<file path="src/hdl/pcim_pkg.sv">
// pcim_pkg: constants and types of the pin control and interrupt mux block.
// assumes a 32-bit register port with byte addresses and one 40 MHz clock.
package pcim_pkg;

  // register port geometry
  localparam int          PCIM_AW          = 12;
  localparam int          PCIM_DW          = 32;
  localparam int          PCIM_NIRQ        = 2;           // pins that can trigger
  localparam int          PCIM_NSYNC       = 2;           // synchroniser depth

  // register byte offsets
  localparam logic [11:0] OFF_PIN25_CTL    = 12'h070;
  localparam logic [11:0] OFF_PIN26_CTL    = 12'h074;
  localparam logic [11:0] OFF_PIN38_CTL    = 12'h0A4;
  localparam logic [11:0] OFF_IRQ_STATUS   = 12'h100;     // read only, sticky pending
  localparam logic [11:0] OFF_IRQ_CLEAR    = 12'h104;     // write only, one clears
  localparam logic [11:0] OFF_IRQ_ENABLE   = 12'h108;     // gates IRQ_O

  // writable bit masks and reset values
  localparam logic [31:0] MASK_TRIG_PIN    = 32'h02F0_7BFF;
  localparam logic [31:0] MASK_PIN38       = 32'h0000_73D0;
  localparam logic [31:0] RST_TRIG_PIN     = 32'h0000_1001;
  localparam logic [31:0] RST_PIN38        = 32'h0000_1010;
  localparam logic [31:0] MASK_IRQ         = 32'h0000_0003;

  // field positions
  localparam int          B_FWD_MASK       = 25;
  localparam int          B_TRIG_HI        = 23;
  localparam int          B_TRIG_LO        = 21;
  localparam int          B_IRQ_EN         = 20;
  localparam int          B_DRV_HI         = 14;
  localparam int          B_DRV_LO         = 12;
  localparam int          B_STRONG_PU      = 11;
  localparam int          B_WEAK_PD        = 9;
  localparam int          B_PU             = 8;
  localparam int          B_IN_EN          = 7;
  localparam int          B_OUT_EN         = 6;
  localparam int          B_HYST           = 5;
  localparam int          B_ANALOG         = 4;
  localparam int          B_FUNC_HI        = 3;
  localparam int          B_FUNC_LO        = 0;

  // trigger select codes
  localparam logic [2:0]  TRIG_RISE        = 3'h0;
  localparam logic [2:0]  TRIG_FALL        = 3'h1;
  localparam logic [2:0]  TRIG_BOTH        = 3'h2;
  localparam logic [2:0]  TRIG_HIGH        = 3'h3;
  localparam logic [2:0]  TRIG_LOW         = 3'h4;

  // drive level after reset
  localparam logic [2:0]  DRV_RST          = 3'h1;

  // function select codes
  localparam logic [3:0]  FN_LCD_SEG       = 4'h0;
  localparam logic [3:0]  FN_PLAIN         = 4'h1;
  localparam logic [3:0]  FN_AUDIO_MCLK    = 4'h6;
  localparam logic [3:0]  FN_SERIAL        = 4'h8;

  // pad configuration toward one pad
  typedef struct packed {
    logic [2:0] drive_strength;
    logic       strong_pullup_en;
    logic       weak_pulldown_en;
    logic       mid_pullup_en;
    logic       weak_pullup_en;
    logic       input_buffer_en;
    logic       output_driver_en;
    logic       hysteresis_en;
    logic       analog_sel;
  } pcim_pad_t;

  // register port request
  typedef struct packed {
    logic [11:0] addr;
    logic [31:0] wdata;
    logic        wr;
    logic        rd;
  } pcim_req_t;

endpackage : pcim_pkg

</file>
<file path="src/hdl/pcim_trig_det.sv">
// pcim_trig_det: synchronises one pin input and detects the selected trigger.
// assumes the pin level is asynchronous; event is a combinational level.
`timescale 1ns/10ps
module pcim_trig_det
  import pcim_pkg::*;
(
  // clock and reset
  input  wire logic       clk_i,
  input  wire logic       rst_b_i,
  // pin and mode
  input  wire logic       pin_i,
  input  wire logic [2:0] mode_i,
  // detected event, one per cycle it holds
  output logic            event_o
);

  logic sync1_ff, sync2_ff, prev_ff;          // two-stage synchroniser and last sample
  logic nxt_sync1, nxt_sync2, nxt_prev;

  // next values of the sample chain
  always_comb begin
    nxt_sync1 = pin_i;
    nxt_sync2 = sync1_ff;
    nxt_prev  = sync2_ff;
  end

  // sample chain registers; sync1 only feeds sync2
  always_ff @(posedge clk_i) begin
    if (!rst_b_i) begin
      sync1_ff <= 1'b0;
      sync2_ff <= 1'b0;
      prev_ff  <= 1'b0;
    end else begin
      sync1_ff <= nxt_sync1;
      sync2_ff <= nxt_sync2;
      prev_ff  <= nxt_prev;
    end
  end

  // edge modes compare two samples, level modes look at the current one
  always_comb begin
    case (mode_i)
      TRIG_RISE: event_o = sync2_ff & ~prev_ff;
      TRIG_FALL: event_o = ~sync2_ff & prev_ff;
      TRIG_BOTH: event_o = sync2_ff ^ prev_ff;
      TRIG_HIGH: event_o = sync2_ff;
      TRIG_LOW:  event_o = ~sync2_ff;
      default:   event_o = 1'b0;                      // reserved codes detect nothing
    endcase
  end
endmodule : pcim_trig_det

</file>
<file path="src/hdl/pcim_top.sv">
// pcim_top: control registers for pins 25, 26, 38; pending flags and interrupt forwarding for 25 and 26.
// assumes a register port master with one-cycle strobes, port inputs synchronous to CLK_I; PIN_I is synchronised here.
// assumes pin 38 needs no trigger logic, so its pad level is not watched here.
// assumes software claims each converter channel for one pin at a time.
// Behaviour
// - trigger field selects rise, fall, both, high, low
// - interrupt enable gates pending and requests
// - forward request only when enable and mask
// - drive field picks eight levels, resets 001
// - bit 11 enables strong pull-up, pins 25/26
// - bit 9 enables weak pull-down, all pins
// - bit 8 enables pull-up, mid or weak
// - bit 7 input buffer, bit 6 output driver
// - bit 5 hysteresis on 25/26, zero on 38
// - bit 4 routes pin to converter channel
// - function field picks peripheral, reset plain pin
// - pin 38 bit 4 selects reference output
//
// The strobed register port was left to the implementer.
`timescale 1ns/10ps
module pcim_top
  import pcim_pkg::*;
(
  // clock and reset
  input  wire logic                   CLK_I,
  input  wire logic                   RST_B_I,
  // register port
  input  wire logic [PCIM_AW-1:0]     ADDR_I,
  input  wire logic [PCIM_DW-1:0]     WR_DATA_I,
  input  wire logic                   WR_I,
  input  wire logic                   RD_I,
  output logic      [PCIM_DW-1:0]     RD_DATA_O,
  // pin levels of 25 and 26
  input  wire logic [PCIM_NIRQ-1:0]   PIN_I,
  // pad configuration
  output pcim_pkg::pcim_pad_t         PAD25_O,
  output pcim_pkg::pcim_pad_t         PAD26_O,
  output pcim_pkg::pcim_pad_t         PAD38_O,
  // function and analog routing
  output logic      [3:0]             FUNC25_SEL_O,
  output logic      [3:0]             FUNC26_SEL_O,
  output logic                        ADC9_SEL_O,
  output logic                        ADC10_SEL_O,
  output logic                        VREF_OUT_EN_O,
  // interrupt side
  output logic      [PCIM_NIRQ-1:0]   PEND_O,
  output logic      [PCIM_NIRQ-1:0]   INTERRUPT_CONTROLLER_REQ_O,
  output logic                        IRQ_O
);

  // effective function code: reserved codes fall back to the plain pin
  function automatic logic [3:0] fn_effective(input logic [3:0] code, input logic has_mclk);
    logic [3:0] res;
    res = code;
    if (code > FN_SERIAL) begin
      res = FN_PLAIN;
    end else if ((code == FN_AUDIO_MCLK) && !has_mclk) begin
      res = FN_PLAIN;
    end
    return res;
  endfunction : fn_effective

  logic [31:0]           ctl_ff [PCIM_NIRQ];   // control of pins 25 and 26
  logic [31:0]           nxt_ctl [PCIM_NIRQ];
  logic [31:0]           ctl38_ff;             // control of pin 38
  logic [31:0]           nxt_ctl38;
  logic [PCIM_NIRQ-1:0]  pend_ff;              // sticky pending flags
  logic [PCIM_NIRQ-1:0]  nxt_pend;
  logic [PCIM_NIRQ-1:0]  irq_en_ff;            // enable for IRQ_O
  logic [PCIM_NIRQ-1:0]  nxt_irq_en;
  logic [31:0]           rdata_ff;             // read data, valid one cycle
  logic [31:0]           nxt_rdata;
  logic [PCIM_NIRQ-1:0]  evt;                  // detected trigger events
  logic [PCIM_NIRQ-1:0]  clr;                  // clear strobes from software
  pcim_req_t             req;                  // bundled register request

  // bundle the port into one carrier so every decode reads the same fields
  assign req = '{addr: ADDR_I, wdata: WR_DATA_I, wr: WR_I, rd: RD_I};

  // one detector per triggering pin
  for (genvar g = 0; g < PCIM_NIRQ; g++) begin : g_det
    pcim_trig_det u_det (
      .clk_i   (CLK_I),
      .rst_b_i (RST_B_I),
      .pin_i   (PIN_I[g]),
      .mode_i  (ctl_ff[g][B_TRIG_HI:B_TRIG_LO]),
      .event_o (evt[g])
    );
  end

  // register writes; reserved bits are masked away
  always_comb begin
    nxt_ctl[0] = ctl_ff[0];
    nxt_ctl[1] = ctl_ff[1];
    nxt_ctl38  = ctl38_ff;
    nxt_irq_en = irq_en_ff;
    clr        = '0;
    // one write lands per strobe; unmapped addresses fall through untouched
    if (req.wr) begin
      if (req.addr == OFF_PIN25_CTL) begin
        nxt_ctl[0] = req.wdata & MASK_TRIG_PIN;
      end else if (req.addr == OFF_PIN26_CTL) begin
        nxt_ctl[1] = req.wdata & MASK_TRIG_PIN;
      end else if (req.addr == OFF_PIN38_CTL) begin
        nxt_ctl38 = req.wdata & MASK_PIN38;
      end else if (req.addr == OFF_IRQ_CLEAR) begin
        clr = req.wdata[PCIM_NIRQ-1:0];
      end else if (req.addr == OFF_IRQ_ENABLE) begin
        nxt_irq_en = req.wdata[PCIM_NIRQ-1:0];
      end
    end
  end

  // control registers
  always_ff @(posedge CLK_I) begin
    if (!RST_B_I) begin
      ctl_ff[0] <= RST_TRIG_PIN;
      ctl_ff[1] <= RST_TRIG_PIN;
      ctl38_ff  <= RST_PIN38;
      irq_en_ff <= '0;
    end else begin
      ctl_ff[0] <= nxt_ctl[0];
      ctl_ff[1] <= nxt_ctl[1];
      ctl38_ff  <= nxt_ctl38;
      irq_en_ff <= nxt_irq_en;
    end
  end

  // reserved trigger codes give no event, so pending simply holds
  // pending flags: set only while enabled, set wins over clear
  always_comb begin
    for (int i = 0; i < PCIM_NIRQ; i++) begin
      nxt_pend[i] = (pend_ff[i] & ~clr[i]) | (evt[i] & ctl_ff[i][B_IRQ_EN]);
    end
  end

  // pending registers
  always_ff @(posedge CLK_I) begin
    if (!RST_B_I) begin
      pend_ff <= '0;
    end else begin
      pend_ff <= nxt_pend;
    end
  end

  // read data mux, zero outside the read-data cycle and for unmapped addresses
  always_comb begin
    // clear register and unmapped places read as zero
    nxt_rdata = '0;
    if (req.rd) begin
      if (req.addr == OFF_PIN25_CTL) begin
        nxt_rdata = ctl_ff[0];
      end else if (req.addr == OFF_PIN26_CTL) begin
        nxt_rdata = ctl_ff[1];
      end else if (req.addr == OFF_PIN38_CTL) begin
        nxt_rdata = ctl38_ff;
      end else if (req.addr == OFF_IRQ_STATUS) begin
        nxt_rdata = {{(PCIM_DW-PCIM_NIRQ){1'h0}}, pend_ff};
      end else if (req.addr == OFF_IRQ_ENABLE) begin
        nxt_rdata = {{(PCIM_DW-PCIM_NIRQ){1'h0}}, irq_en_ff};
      end
    end
  end

  // read data register
  always_ff @(posedge CLK_I) begin
    if (!RST_B_I) begin
      rdata_ff <= '0;
    end else begin
      rdata_ff <= nxt_rdata;
    end
  end

  assign RD_DATA_O = rdata_ff;

  // pad fields of pins 25, 26 and 38
  always_comb begin
    // pin 25 routes bit 8 to the mid pull-up
    PAD25_O = '{drive_strength:   ctl_ff[0][B_DRV_HI:B_DRV_LO],
                strong_pullup_en: ctl_ff[0][B_STRONG_PU],
                weak_pulldown_en: ctl_ff[0][B_WEAK_PD],
                mid_pullup_en:    ctl_ff[0][B_PU],
                weak_pullup_en:   1'b0,
                input_buffer_en:  ctl_ff[0][B_IN_EN],
                output_driver_en: ctl_ff[0][B_OUT_EN],
                hysteresis_en:    ctl_ff[0][B_HYST],
                analog_sel:       ctl_ff[0][B_ANALOG]};
    // pin 26 routes bit 8 to the weak pull-up
    PAD26_O = '{drive_strength:   ctl_ff[1][B_DRV_HI:B_DRV_LO],
                strong_pullup_en: ctl_ff[1][B_STRONG_PU],
                weak_pulldown_en: ctl_ff[1][B_WEAK_PD],
                mid_pullup_en:    1'b0,
                weak_pullup_en:   ctl_ff[1][B_PU],
                input_buffer_en:  ctl_ff[1][B_IN_EN],
                output_driver_en: ctl_ff[1][B_OUT_EN],
                hysteresis_en:    ctl_ff[1][B_HYST],
                analog_sel:       ctl_ff[1][B_ANALOG]};
    // pin 38 has no strong pull-up and no hysteresis
    PAD38_O = '{drive_strength:   ctl38_ff[B_DRV_HI:B_DRV_LO],
                strong_pullup_en: 1'b0,
                weak_pulldown_en: ctl38_ff[B_WEAK_PD],
                mid_pullup_en:    1'b0,
                weak_pullup_en:   ctl38_ff[B_PU],
                input_buffer_en:  ctl38_ff[B_IN_EN],
                output_driver_en: ctl38_ff[B_OUT_EN],
                hysteresis_en:    1'b0,
                analog_sel:       ctl38_ff[B_ANALOG]};
  end

  // function mux selects; analog select drives the converter lines and leaves the function code as it is
  assign FUNC25_SEL_O  = fn_effective(ctl_ff[0][B_FUNC_HI:B_FUNC_LO], 1'b1);
  assign FUNC26_SEL_O  = fn_effective(ctl_ff[1][B_FUNC_HI:B_FUNC_LO], 1'b0);
  assign ADC9_SEL_O    = ctl_ff[0][B_ANALOG];
  assign ADC10_SEL_O   = ctl_ff[1][B_ANALOG];
  assign VREF_OUT_EN_O = ctl38_ff[B_ANALOG];

  // interrupt outputs
  always_comb begin
    for (int i = 0; i < PCIM_NIRQ; i++) begin
      // a request needs pending, enable and forward mask together
      INTERRUPT_CONTROLLER_REQ_O[i] = pend_ff[i] & ctl_ff[i][B_IRQ_EN] & ctl_ff[i][B_FWD_MASK];
    end
  end
  assign PEND_O = pend_ff;
  assign IRQ_O  = |(pend_ff & irq_en_ff);
endmodule : pcim_top

</file>
<file path="config.mk">
export PLATFORM = sky130hd
export DESIGN_NAME = pcim_top
export DESIGN_NICKNAME = d
export VERILOG_FILES = /design/src/hdl/pcim_pkg.sv /design/src/hdl/pcim_trig_det.sv /design/src/hdl/pcim_top.sv
export SDC_FILE = /design/constraint.sdc
export NUM_CORES = 1
export LEC_CHECK = 0
export ABC_AREA = 1
export BUFFER_PORTS_ARGS = -buffer_cell sky130_fd_sc_hd__buf_2
export CAP_MARGIN = 5
export CORE_UTILIZATION = 46
export CTS_BUF_LIST = sky130_fd_sc_hd__clkbuf_8
export CTS_CLUSTER_SIZE = 30
export DETAILED_ROUTE_END_ITERATION = 10
export MAX_ROUTING_LAYER = met4
export PLACE_DENSITY = 0.8
export SLEW_MARGIN = 5
export SYNTH_ARGS = -nofsm -noshare
export SYNTH_HDL_FRONTEND = slang
export SYNTH_SLANG_ARGS = --single-unit
export TNS_END_PERCENT = 10
</file>
<file path="constraint.sdc">
create_clock -name CLK_I -period 1.5 [get_ports CLK_I]
set_clock_uncertainty 0.2 [all_clocks]
set_input_delay 0.225 -clock CLK_I [delete_from_list [all_inputs] [get_ports CLK_I]]
set_output_delay 0.225 -clock CLK_I [all_outputs]
set_load 0.03 [all_outputs]
</file>
Word-level counts from Yosys, hierarchy flattened
Memories as Yosys holds them, arrays and structs flattened.
Index checks and enable logic that the tools add are counted.
{"block": "op_classes", "mux": 23, "bitwise_logic": 29, "order_cmp": 2, "n_reduce_logical": 6, "n_eq_ne": 15}
{"operator": "$mux W32", "count": 7}
{"operator": "$mux W64", "count": 1}
{"operator": "$eq A12 B9 Y1 const B", "count": 3}
{"operator": "$eq A12 B7 Y1 const B", "count": 2}
{"operator": "$mux W15", "count": 1}
{"operator": "$mux W2", "count": 7}
{"operator": "$and A1 B1 Y1", "count": 12}
{"operator": "$eq A12 B8 Y1 const B", "count": 1}
{"operator": "$eq A3 B2 Y1 const B", "count": 4}
{"operator": "$mux W4", "count": 3}
{"operator": "$not A1 Y1", "count": 10}
{"operator": "$pmux W1 S5", "count": 2}
{"operator": "$gt A4 B4 Y1 const B", "count": 2}
{"operator": "$eq A3 B1 Y1 const B", "count": 2}
{"operator": "$eq A3 B3 Y1 const B", "count": 2}
{"operator": "$logic_not A3 Y1", "count": 2}
{"operator": "$reduce_and A6 Y1", "count": 1}
{"operator": "$eq A4 B3 Y1 const B", "count": 1}
{"operator": "$or A1 B1 Y1", "count": 4}
{"operator": "$reduce_and A4 Y1", "count": 1}
{"operator": "$and A2 B2 Y2", "count": 1}
{"operator": "$mux W1", "count": 2}
{"operator": "$reduce_and A2 Y1", "count": 1}
{"operator": "$reduce_or A2 Y1", "count": 1}
{"operator": "$xor A1 B1 Y1", "count": 2}
{"block": "word_totals", "n_memories": 1, "elab_cells": 86, "ram_bits": 64, "register_bits": 50}
{"name": "ctl_ff", "words": 2, "word_bits": 32, "rd": 2, "rd_ports_with_merged_regs": 0, "write_ports": 2, "line": "pcim_top.sv:63", "source": "logic [31:0] ctl_ff [PCIM_NIRQ];"}

Logic depth before layout (Yosys ltp)
Gate-level depths: netlist of the first run.
{"block": "logic_depth", "depth_word": 9, "depth_mapped": 10, "mapped_depth_nobuf": 9}

Hierarchy
Synthesis of the first run repeated with hierarchy kept, for this count alone.
{"block": "unflattened", "cells_unflattened": 493, "area_unflattened_um2": 3598.5}
{"mod": "pcim_top", "seq_area_each_um2": 1381.3, "n_inst": 1, "cells_per_inst": 437, "area_each_um2": 3245.6}
{"mod": "pcim_trig_det", "seq_area_each_um2": 60.1, "n_inst": 2, "cells_per_inst": 28, "area_each_um2": 176.4}

Least setup slack after synthesis of the first run
OpenSTA, ideal clock, no wires.
{"block": "synth_path", "path_kind": "register -> output", "from": "memory ctl_ff[1][0], in the netlist ctl_ff[0][32]", "to": "output port FUNC26_SEL_O[0]", "n_path_buf": 0, "arrival_ns": 1.999, "path_stages_with_launch": 3, "setup_slack_ns": -0.924, "path_cell_list": "dfxtp_1 -> nor4_1 -> o21ai_0"}
{"element": "start, declared", "line": "pcim_top.sv:63"}
{"element": "end, declared", "line": "pcim_top.sv:41", "source": "output logic [3:0] FUNC26_SEL_O,"}

==> impl_results.md, run 1 <==
- Cell count after placement: 708
- Power per standard cell area: 771 nW/um2
- Placer's final routability congestion estimate: 0.895
- Number of vias in the routed layout: 3664
- # DRC: 0
- Final Critical Period: 1.84 ns
- Number of ports placed on the die boundary: 131
- Starting density of the core: 48.4%
- Core outline area: 7410 um2
- Violation count after the first detailed-route iteration: 262
- Layout cells sized above 1: 33.2%
- Worst-skew pair later-pin latency: 0.35 ns
- Fraction of the cycle the final worst path needs: 123%
- Setup slack of the critical path after layout: -0.340 ns
- Synthesized flop and latch total: 75
- Top fanout value on the critical path: 2
- Total congestion overflow: 0
- Cell count after synthesis: 499
- Clock transition at the registers of the reported paths: 0.08 ns
- Root Driver: sky130_fd_sc_hd__clkbuf_8
- Overall power after layout: 3760 uW
- Layout area overhead: 36.1%
- Detail Placement HPWL: 6960 um
- Total number of nets in the final design: 696
- Total Neg Setup Slack: -1.79 ns
- Most area-consuming cells after synthesis: sky130_fd_sc_hd__dfxtp_1 42%, sky130_fd_sc_hd__nand2_1 12%, sky130_fd_sc_hd__buf_4 8.8%, sky130_fd_sc_hd__a21oi_1 6.7%, sky130_fd_sc_hd__inv_1 5.2%
- Leakage power total: 0.00237 uW
- Highest-count cells in the layout ignoring fill and taps: 116 x sky130_fd_sc_hd__nand2_1, 88 x sky130_fd_sc_hd__buf_2, 58 x sky130_fd_sc_hd__dfxtp_1
- Cell accounting for the most synthesized area: sky130_fd_sc_hd__dfxtp_1
- Worst reg2reg startpoint: g_det[0].u_det.nxt_prev$_SDFF_PN0_
- Violated checks: negative setup slack
- Ratio of routed vias to standard cells: 4.91
- Worst Reg-to-Reg Cells: 9
- Total of endpoints with negative setup slack in the final report: 11
- Commonest non-fill, non-tap cell in the layout: sky130_fd_sc_hd__nand2_1
- Outcome: complete, but fails checks
- Sink of the worst hold path: RD_DATA_O[1]$_SDFF_PN0_
- Die outline area: 8160 um2
- Source of the worst hold timing path: ADDR_I[3]
- Share of the yosys chip area belonging to registers: 41.8%
- Clock buffer count from CTS: 9
- Startpoint type of the worst setup path: flip-flop
- Critical path start-end classification: flip-flop to output port
- Horizontal die dimension: 90.3 um
- Number of port buffers: 99
- YS warnings: 0
- Number of pins with negative max-slew slack in the final report: 0
- Mean routed wirelength per cell: 13.2 um
- Hold Path Cell Cnt: 5
- Number of antenna-violating nets in the routed design: 0
- Worst r2r dst: PEND_O[0]$_SDFF_PN0_
- Final hold vios: 0
- Class of the worst hold path: input port to flip-flop
- Post-synthesis cell area: 3590 um2
- Number of unique standard cell types used by synthesis: 30
- Initial antenna violation count: 0
- Post-route insts no fill: 746
- Post-Place Setup Slack: -0.199 ns
- Vertical extent of the die: 90.3 um
- Maximum clock rate: 0.543 GHz
- H-tree depth: 3
- Maximum clock path buffer count: 2
- Antenna cells: 0
- Count of standard-cell rows: 31
- Iteration count of the initial detailed-routing pass: 4
- Number of clock sinks: 75
- Proportion of netlist area held by the largest area contributor: 41.8%
- All-Layer GR Usage: 25.3%
- Worst path required time: 1.07 ns
- Wire length after detailed routing: 9860 um
- First-pass GRT wire length: 16100 um
- Setup crit end kind: output port
- Maximum number of pins on one net before global-route repair: 39
- Worst path arrival time: 1.42 ns
- RSZ-0062 raised after global routing: true
- Number of global-route vias before repair: 3570
- CTS tree: done
- Minimum setup slack among reg-to-reg paths: -0.03 ns
- Avg Inst Size Synth: 7.19 um2
- Max-cap violations: 0
- Worst-case vdd ir drop: 0.000402 V
report_power, final:
| group | switching (uW) | internal [uW] | total, uW |
|---|---|---|---|
| logic | 195 | 125 | 320 |
| registers | 2.47 | 1990 | 1990 |
| clock network | 761 | 693 | 1450 |
worst max-delay path, cell delays in order (launching register included):
cell and delay, ns:
sky130_fd_sc_hd__dfxtp_2 0.33, sky130_fd_sc_hd__inv_2 0.06, sky130_fd_sc_hd__nand2_2 0.08, sky130_fd_sc_hd__nor3_4 0.19, sky130_fd_sc_hd__nor2_1 0.07, sky130_fd_sc_hd__o21ai_1 0.13
sky130_fd_sc_hd__buf_4 0.20
layout make-up:
type	count	area [um2]
Tap cell	99	124
Clock inverter	5	36.3
Sequential cell	75	1540
Clock buffer	11	151
Multi-Input combinational cell	330	1630
Inverter	58	219
Timing Repair Buffer	168	1190
Fill cell	623	2520
flip-flops by register name, summed over array words and instances (netlist names):
register	count
g_det.u_det.nxt_sync2	2
g_det.u_det.prev_ff	2
ctl_ff	38
irq_en_ff	2
RD_DATA_O	19
ctl38_ff	8
PEND_O	2
g_det.u_det.nxt_prev	2
routing by layer:
metal	part of all wire [%]	global-route usage [%]	vias to the layer above	wire length, um
li1	-	-	1811	-
met1	44	30.1	1641	4340
met2	46	41.2	177	4560
met3	6.2	4.46	35	608
met4	3.6	12.9	0	354
met5	0	-	-	0
kinds of logic (layout without fill, tap and decap cells):
kind of cell               Yosys count  count (layout)  synth area share (%)
AOI/OAI and AO/OA                   90              90                  12.9
buffers and inverters              111             242                  16.6
DFF                                 75              75                  41.8
other                                1              18                 0.105
adders and majority gates            4               4                  1.39
and+or+nand+nor                    218             218                  27.2
metrics by stage:
stage	hold WS (ns)	area, um2	utilization (%)
global placement	0.193	4340	58.6
detailed placement	0.203	4340	58.6
floorplan	0.123	3680	-
global route	0.0940	4880	65.9
finish	0.0843	4880	65.9
CTS	0.0743	4860	65.6
worst max path at each step:
stage / start / end / slack (ns)
finish: ctl_ff[0][35]$_SDFFE_PN0P_ / FUNC26_SEL_O[0] / -0.34
global route: ctl_ff[0][35]$_SDFFE_PN0P_ / FUNC26_SEL_O[0] / -0.40
CTS: ctl_ff[0][3]$_SDFFE_PN0P_ / FUNC25_SEL_O[0] / -0.40
detailed placement: ADDR_I[10] / ctl_ff[0][34]$_SDFFE_PN0P_ / -0.20
global placement: ADDR_I[10] / ctl_ff[0][53]$_SDFFE_PN0P_ / -0.12
floorplan: ctl_ff[0][0]$_SDFFE_PN1P_ / FUNC25_SEL_O[0] / -0.26
cells in the mapped netlist, drive strengths merged:
cell and count:
a21oi 48, conb 1, nor3 7, o21ai 38, dfxtp 75, nor4 2
o211ai 3, clkinv 2, buf 48, ha 4, inv 56, a22o 1
nand4 4, nand2 121, nor2 56, clkbuf 5, or2 3, nand3 25
what timing repair did:
action	in CTS	in global routing
buffers inserted	1	0
gates resized for setup	49	7
pin swaps	4	4
endpoints found under the setup margin	13	13
hold buffers	21	0
hold endpoints to repair	49	0
(Power assumes the default switching activity.)
==> inputs of run 2 (changes only) <==
GPL_TIMING_DRIVEN = 0   (was not set)
==> impl_results.md, run 2 (synthesized netlist as in run 1, its figures left out) <==
- Outcome: complete, but fails checks (unchanged)
- Violated checks: negative setup slack (unchanged)
- Root Driver: sky130_fd_sc_hd__clkbuf_8 (unchanged)
- Final Critical Period: 1.88 ns (was 1.84 ns)
- RSZ-0062 raised after global routing: true (unchanged)
- Antenna cells: 0 (unchanged)
- Final hold vios: 0 (unchanged)
- Count of standard-cell rows: 31 (unchanged)
- Total congestion overflow: 0 (unchanged)
- All-Layer GR Usage: 24.9% (was 25.3%)
- Commonest non-fill, non-tap cell in the layout: sky130_fd_sc_hd__nand2_1 (unchanged)
- Total of endpoints with negative setup slack in the final report: 9 (was 11)
- Critical path start-end classification: flip-flop to output port (unchanged)
- Vertical extent of the die: 90.3 um (unchanged)
- Total number of nets in the final design: 706 (was 696)
- Mean routed wirelength per cell: 13.4 um (was 13.2 um)
- Starting density of the core: 48.4% (unchanged)
- Leakage power total: 0.00243 uW (was 0.00237 uW)
- Hold_ws: 0.0365 ns (was 0.0843 ns)
- Layout cells sized above 1: 34.9% (was 33.2%)
- Number of antenna-violating nets in the routed design: 0 (unchanged)
- Worst path required time: 1.07 ns (about the same)
- Maximum clock rate: 0.531 GHz (was 0.543 GHz)
- Worst path arrival time: 1.46 ns (was 1.42 ns)
- Core outline area: 7410 um2 (unchanged)
- Worst-skew pair later-pin latency: 0.35 ns (about the same)
- Initial antenna violation count: 0 (unchanged)
- Filler instances: 622 (was 623)
- Setup crit end kind: output port (unchanged)
- Placer's final routability congestion estimate: 0.896 (was 0.895)
- Launching instance or port of the critical path: ctl_ff[0][0]$_SDFFE_PN1P_ (was ctl_ff[0][35]$_SDFFE_PN0P_)
- Top fanout value on the critical path: 4 (was 2)
- Fraction of the cycle the final worst path needs: 125% (was 123%)
- Clock buffer count from CTS: 9 (unchanged)
- Class of the worst hold path: input port to flip-flop (unchanged)
- Slew at the pin with the worst max-slew slack: 0.595 ns
- Number of pins with negative max-slew slack in the final report: 0 (unchanged)
- Maximum number of pins on one net before global-route repair: 13 (was 39)
- Detail Placement HPWL: 7040 um (was 6960 um)
- Worst-case vdd ir drop: 0.000494 V (was 0.000402 V)
- Die outline area: 8160 um2 (unchanged)
- Total Neg Setup Slack: -1.94 ns (was -1.79 ns)
- Horizontal die dimension: 90.3 um (unchanged)
- Clock transition at the registers of the reported paths: 0.08 ns (about the same)
- Slew headroom: 60.3%
- Startpoint type of the worst setup path: flip-flop (unchanged)
- Number of global-route vias before repair: 3332 (was 3570)
- Design Area, Final: 4980 um2 (was 4880 um2)
- First-pass GRT wire length: 15800 um (was 16100 um)
- Setup slack of the critical path after layout: -0.382 ns (was -0.340 ns)
- Worst reg2reg startpoint: g_det[0].u_det.nxt_prev$_SDFF_PN0_ (unchanged)
- Ratio of routed vias to standard cells: 4.91 (about the same)
- Number of clock sinks: 75 (unchanged)
- CTS tree: done (unchanged)
- Number of vias in the routed layout: 3714 (was 3664)
- Largest register by flop count: ctl_ff (unchanged)
- Violation count after the first detailed-route iteration: 278 (was 262)
- Number of port buffers: 99 (unchanged)
- Power per standard cell area: 866 nW/um2 (was 771 nW/um2)
- Placed inst area: 4300 um2 (was 4340 um2)
- Utilization after layout: 67.2% (was 65.9%)
- H-tree depth: 3 (unchanged)
- Number of flip-flops under the largest register name: 38 (unchanged)
- Max-cap violations: 0 (unchanged)
- Layout area overhead: 38.8% (was 36.1%)
- # DRC: 0 (unchanged)
- Source of the worst hold timing path: ADDR_I[3] (unchanged)
- Number of ports placed on the die boundary: 131 (unchanged)
- Iteration count of the initial detailed-routing pass: 5 (was 4)
- Wire length after detailed routing: 10200 um (was 9860 um)
- Maximum clock path buffer count: 2 (unchanged)
- Highest-count cells in the layout ignoring fill and taps: 116 x sky130_fd_sc_hd__nand2_1, 91 x sky130_fd_sc_hd__buf_2, 57 x sky130_fd_sc_hd__dfxtp_1 (was 116 x sky130_fd_sc_hd__nand2_1, 88 x sky130_fd_sc_hd__buf_2, 58 x sky130_fd_sc_hd__dfxtp_1)
-- run 2: cell types whose count changed in the layout (fill, tap and decap cells not counted), moves of 3 or more --
cell,delta
sky130_fd_sc_hd__buf_12,-5
sky130_fd_sc_hd__clkbuf_1,+5
sky130_fd_sc_hd__buf_4,+4
sky130_fd_sc_hd__buf_2,+3
sky130_fd_sc_hd__bufinv_16,+3
sky130_fd_sc_hd__clkinvlp_4,-3
sky130_fd_sc_hd__inv_1,-3
sky130_fd_sc_hd__inv_2,+3
sky130_fd_sc_hd__nor2_1,-3
-- run 2: worst max-delay path, stage by stage, from the launching register on --
cell	delay (ns)
sky130_fd_sc_hd__dfxtp_4	0.37
sky130_fd_sc_hd__nor4_4	0.31
sky130_fd_sc_hd__nor2_2	0.06
sky130_fd_sc_hd__or2_4	0.23
sky130_fd_sc_hd__buf_6	0.14
-- run 2: through the flow --
step                      total power, uW  worst slack, ns  std cells
final                                4310           -0.382        756
after global routing                 4420           -0.437        756
after CTS                            4290           -0.395        755
after detailed placement             2320           -0.316        714
after global placement               2320           -0.257        714
after floorplan                      2220           -0.260        516
-- run 2: power breakdown --
part	internal [uW]	switching (uW)	total [uW]
Clock	1240	749	1990
Sequential	1990	3.96	1990
Combinational	130	201	331
Total	3360	954	4310
-- run 2: worst paths after layout --
kind | end | slack [ns] | cells past startpoint
max | FUNC25_SEL_O[0] | -0.38 | 4
max reg2reg | PEND_O[0]$_SDFF_PN0_ | -0.02 | 9
min | RD_DATA_O[1]$_SDFF_PN0_ | 0.04 | 4
min reg2reg | g_det[0].u_det.nxt_prev$_SDFF_PN0_ | 0.21 | 2
-- run 2: cell type report --
| cell class | count | area [um2] | area share, % |
|---|---|---|---|
| Buffer | 53 | 375 | 7.54 |
| Clock buffer | 12 | 165 | 3.32 |
| Clock inverter | 4 | 95.1 | 1.91 |
| Inverter | 58 | 219 | 4.40 |
| Multi-Input combinational cell | 330 | 1670 | 33.5 |
| Sequential cell | 75 | 1530 | 30.8 |
| Tap cell | 99 | 124 | 2.49 |
| Timing Repair Buffer | 125 | 801 | 16.1 |
-- run 2: timing repair --
action,CTS,global route
cloned,0,0
gates resized for setup,43,22
pin swaps,3,7
hold endpoints to repair,46,0
setup buffers,4,1
endpoints found under the setup margin,13,22
hold buffers,21,0
-- run 2: routing by layer --
layer / global-route usage [%] / up-vias / part of all wire, %
met2: 42.4 / 168 / 49
met4: 8.47 / 0 / 2.2
met3: 3.79 / 30 / 6.6
li1: - / 1830 / -
met5: - / - / 0
met1: 29.9 / 1686 / 42
==> inputs of run 3 (changes only) <==
CORE_UTILIZATION = 55   (was 46)
PLACE_DENSITY = 0.9   (was 0.8)
clock period = 2.2 ns   (was 1.5 ns; I/O delays follow)
==> impl_results.md, run 3 (synthesized netlist as in run 1, its figures left out) <==
- All-Layer GR Usage: 29.5% (was 24.9%)
- Design Area, Final: 4480 um2 (was 4980 um2)
- Number of flip-flops under the largest register name: 38 (unchanged)
- Outcome: completed (was complete, but fails checks)
- Worst-case vdd ir drop: 0.000367 V (was 0.000494 V)
- Starting density of the core: 56.8% (was 48.4%)
- Final hold vios: 0 (unchanged)
- Internal: 2010 uW (was 3360 uW)
- Total congestion overflow: 0 (unchanged)
- Number of clock sinks: 75 (unchanged)
- Horizontal die dimension: 82.8 um (was 90.3 um)
- Share of total power consumed by net switching: 24.1% (was 22.1%)
- Worst path buffer plus inverter count: 1 (unchanged)
- Worst path arrival time: 1.59 ns (was 1.46 ns)
- Slowest-stage cell, CP: sky130_fd_sc_hd__dfxtp_1 (was sky130_fd_sc_hd__dfxtp_4)
- Met3 usage in global routing: 5.79% (was 3.79%)
- Setup crit end kind: output port (unchanged)
- Hold_ws: 0.00820 ns (was 0.0365 ns)
- Peak-usage layer in the global routing report: met2 (unchanged)
- Die outline area: 6850 um2 (was 8160 um2)
- Core outline area: 6310 um2 (was 7410 um2)
- Top fanout value on the critical path: 4 (unchanged)
- Sink of the worst hold path: ctl38_ff[4]$_SDFFE_PN1P_ (was RD_DATA_O[1]$_SDFF_PN0_)
- Post-route insts no fill: 709 (was 756)
- Number of vias in the routed layout: 3756 (was 3714)
- Worst reg2reg startpoint: g_det[0].u_det.nxt_prev$_SDFF_PN0_ (unchanged)
- Root Driver: sky130_fd_sc_hd__clkbuf_8 (unchanged)
- Wire length after detailed routing: 9710 um (was 10200 um)
- Antenna cells: 0 (unchanged)
- Minimum setup slack among reg-to-reg paths: 0.47 ns (was -0.02 ns)
- Mean routed wirelength per cell: 13.7 um (was 13.4 um)
- Number of ports placed on the die boundary: 131 (unchanged)
- Clock buffer count from CTS: 9 (unchanged)
- Startpoint type of the worst setup path: flip-flop (unchanged)
- Layout cells sized above 1: 29.4% (was 34.9%)
- Maximum clock path buffer count: 2 (unchanged)
- Slew headroom: 59.0% (was 60.3%)
- Commonest non-fill, non-tap cell in the layout: sky130_fd_sc_hd__nand2_1 (unchanged)
- Switching pwr: 635 uW (was 954 uW)
- Sequential share of power: 51.6% (was 46.2%)
- Clock transition at the registers of the reported paths: 0.07 ns (was 0.08 ns)
- Placer's final routability congestion estimate: 0.874 (was 0.896)
- CTS tree: done (unchanged)
- Final Critical Period: 2.12 ns
- Worst Reg-to-Reg Cells: 9 (unchanged)
- Clock share of power: 40.9% (was 46.1%)
- Critical Path, Cell by Cell: nor4_2 -> nor2_1 -> or2_2 -> buf_2 (was nor4_4 -> nor2_2 -> or2_4 -> buf_6)
- Detail Placement HPWL: 6950 um (was 7040 um)
- Total of endpoints with negative setup slack in the final report: 0 (was 9)
- Violation count after the first detailed-route iteration: 448 (was 278)
- Number of pins with negative max-slew slack in the final report: 0 (unchanged)
- Maximum clock rate: 0.473 GHz
- Slew at the pin with the worst max-slew slack: 0.610 ns (was 0.595 ns)
- Worst path required time: 1.67 ns (was 1.07 ns)
- RSZ-0062 raised after global routing: false (was true)
- Cell count after placement: 692 (was 714)
- Part of the power in combinational logic: 7.4% (was 7.7%)
- Largest register by flop count: ctl_ff (unchanged)
- Number of global-route vias before repair: 3225 (was 3332)
- Placed inst area: 4250 um2 (was 4300 um2)
- Class of the worst hold path: input port to flip-flop (unchanged)
- Number of port buffers: 99 (unchanged)
- Kind of cell adding the most delay to the critical path: simple AND/OR/NAND/NOR gates (unchanged)
- Max-cap violations: 0 (unchanged)
- Ratio of routed vias to standard cells: 5.30 (was 4.91)
- Count of standard-cell rows: 29 (was 31)
- Total number of nets in the final design: 682 (was 706)
- Total Neg Setup Slack: 0 ns (was -1.94 ns)
- Vertical extent of the die: 82.8 um (was 90.3 um)
- Number of antenna-violating nets in the routed design: 0 (unchanged)
- Hold Path Cell Cnt: 3 (was 4)
- Worst-skew pair later-pin latency: 0.36 ns (was 0.35 ns)
- Fraction of the cycle the final worst path needs: 96.2%
- Leakage power total: 0.00226 uW (was 0.00243 uW)
- Power per standard cell area: 590 nW/um2 (was 866 nW/um2)
- Iteration count of the initial detailed-routing pass: 7 (was 5)
- First-pass GRT wire length: 14600 um (was 15800 um)
- Crit path largest cell delay: 0.36 ns (was 0.37 ns)
- Initial antenna violation count: 0 (unchanged)
- GR Util met1: 34.0% (was 29.9%)
- Maximum number of pins on one net before global-route repair: 13 (unchanged)
- Critical path start-end classification: flip-flop to output port (unchanged)
- Overall power after layout: 2640 uW (was 4310 uW)
- Global routing usage on met2: 48.8% (was 42.4%)
- Layout area overhead: 24.8% (was 38.8%)
- H-tree depth: 3 (unchanged)
- Highest-count cells in the layout ignoring fill and taps: 117 x sky130_fd_sc_hd__nand2_1, 102 x sky130_fd_sc_hd__buf_2, 74 x sky130_fd_sc_hd__dfxtp_1 (was 116 x sky130_fd_sc_hd__nand2_1, 91 x sky130_fd_sc_hd__buf_2, 57 x sky130_fd_sc_hd__dfxtp_1)
- Source of the worst hold timing path: WR_DATA_I[4] (was ADDR_I[3])
- # DRC: 0 (unchanged)
- Worst r2r dst: PEND_O[0]$_SDFF_PN0_ (unchanged)
run 3: changes by cell type in the layout (fill, tap and decap cells not counted), sizes merged:
cell         delta
inv             +1
bufinv          -2
buf             -5
clkinv          +1
dlygate4sd3    -19
clkbuf          -1
run 3: through the flow:
| step | utilization, % | worst slack, ns |
|---|---|---|
| after global placement | 67.3 | 0.390 |
| after global routing | 70.9 | 0.0317 |
| final | 70.9 | 0.0840 |
| after floorplan | - | -0.266 |
| after detailed placement | 67.3 | 0.301 |
| after CTS | 70.8 | 0.0729 |
run 3: power by group through the flow:
stage	combinational [uW]	clock (uW)	sequential, uW
2_1_floorplan	121	0	1390
3_3_place_gp	184	0	1390
3_5_place_dp	188	0	1390
4_1_cts	192	1080	1360
5_1_grt	214	1150	1360
6_report	196	1080	1360
run 3: what timing repair did:
action / 4_1_cts / 5_1_grt
hold buffers: 2 / 0
buffers inserted: 0 / 0
setup endpoints to repair: 0 / 2
endpoints found under the hold margin: 2 / 0
gates resized for setup: 0 / 2
run 3: how the worst max path moves through the flow:
stage,startpoint,slack (ns),to,cells past startpoint
finish,ctl_ff[0][0]$_SDFFE_PN1P_,0.08,FUNC25_SEL_O[0],4
global route,ctl_ff[0][35]$_SDFFE_PN0P_,0.03,FUNC26_SEL_O[0],6
CTS,ctl_ff[0][0]$_SDFFE_PN1P_,0.07,FUNC25_SEL_O[0],4
detailed placement,ADDR_I[1],0.30,RD_DATA_O[6]$_SDFF_PN0_,8
global placement,ADDR_I[1],0.39,RD_DATA_O[12]$_SDFF_PN0_,7
floorplan,ctl_ff[0][0]$_SDFFE_PN1P_,-0.27,FUNC25_SEL_O[1],3
run 3: cell type report:
type	instances	area, um2
fillers	516	1840
multi-input cells	330	1570
flip-flops and latches	75	1500
repair buffers	101	515
plain buffers	53	375
inverters	58	219
clock buffers	11	151
well taps	77	96.3
clock inverters	4	48.8
run 3: worst min-delay path, delay by kind of cell:
kind / cells / cell delay [ns]
buffers and inverters: 1 / 0.10
and+or+nand+nor: 2 / 0.10
run 3: per-layer routing:
layer	part of all wire, %	wire [um]
met5	0	0
met4	2.6	255
met3	10	994
met2	49	4790
met1	38	3670
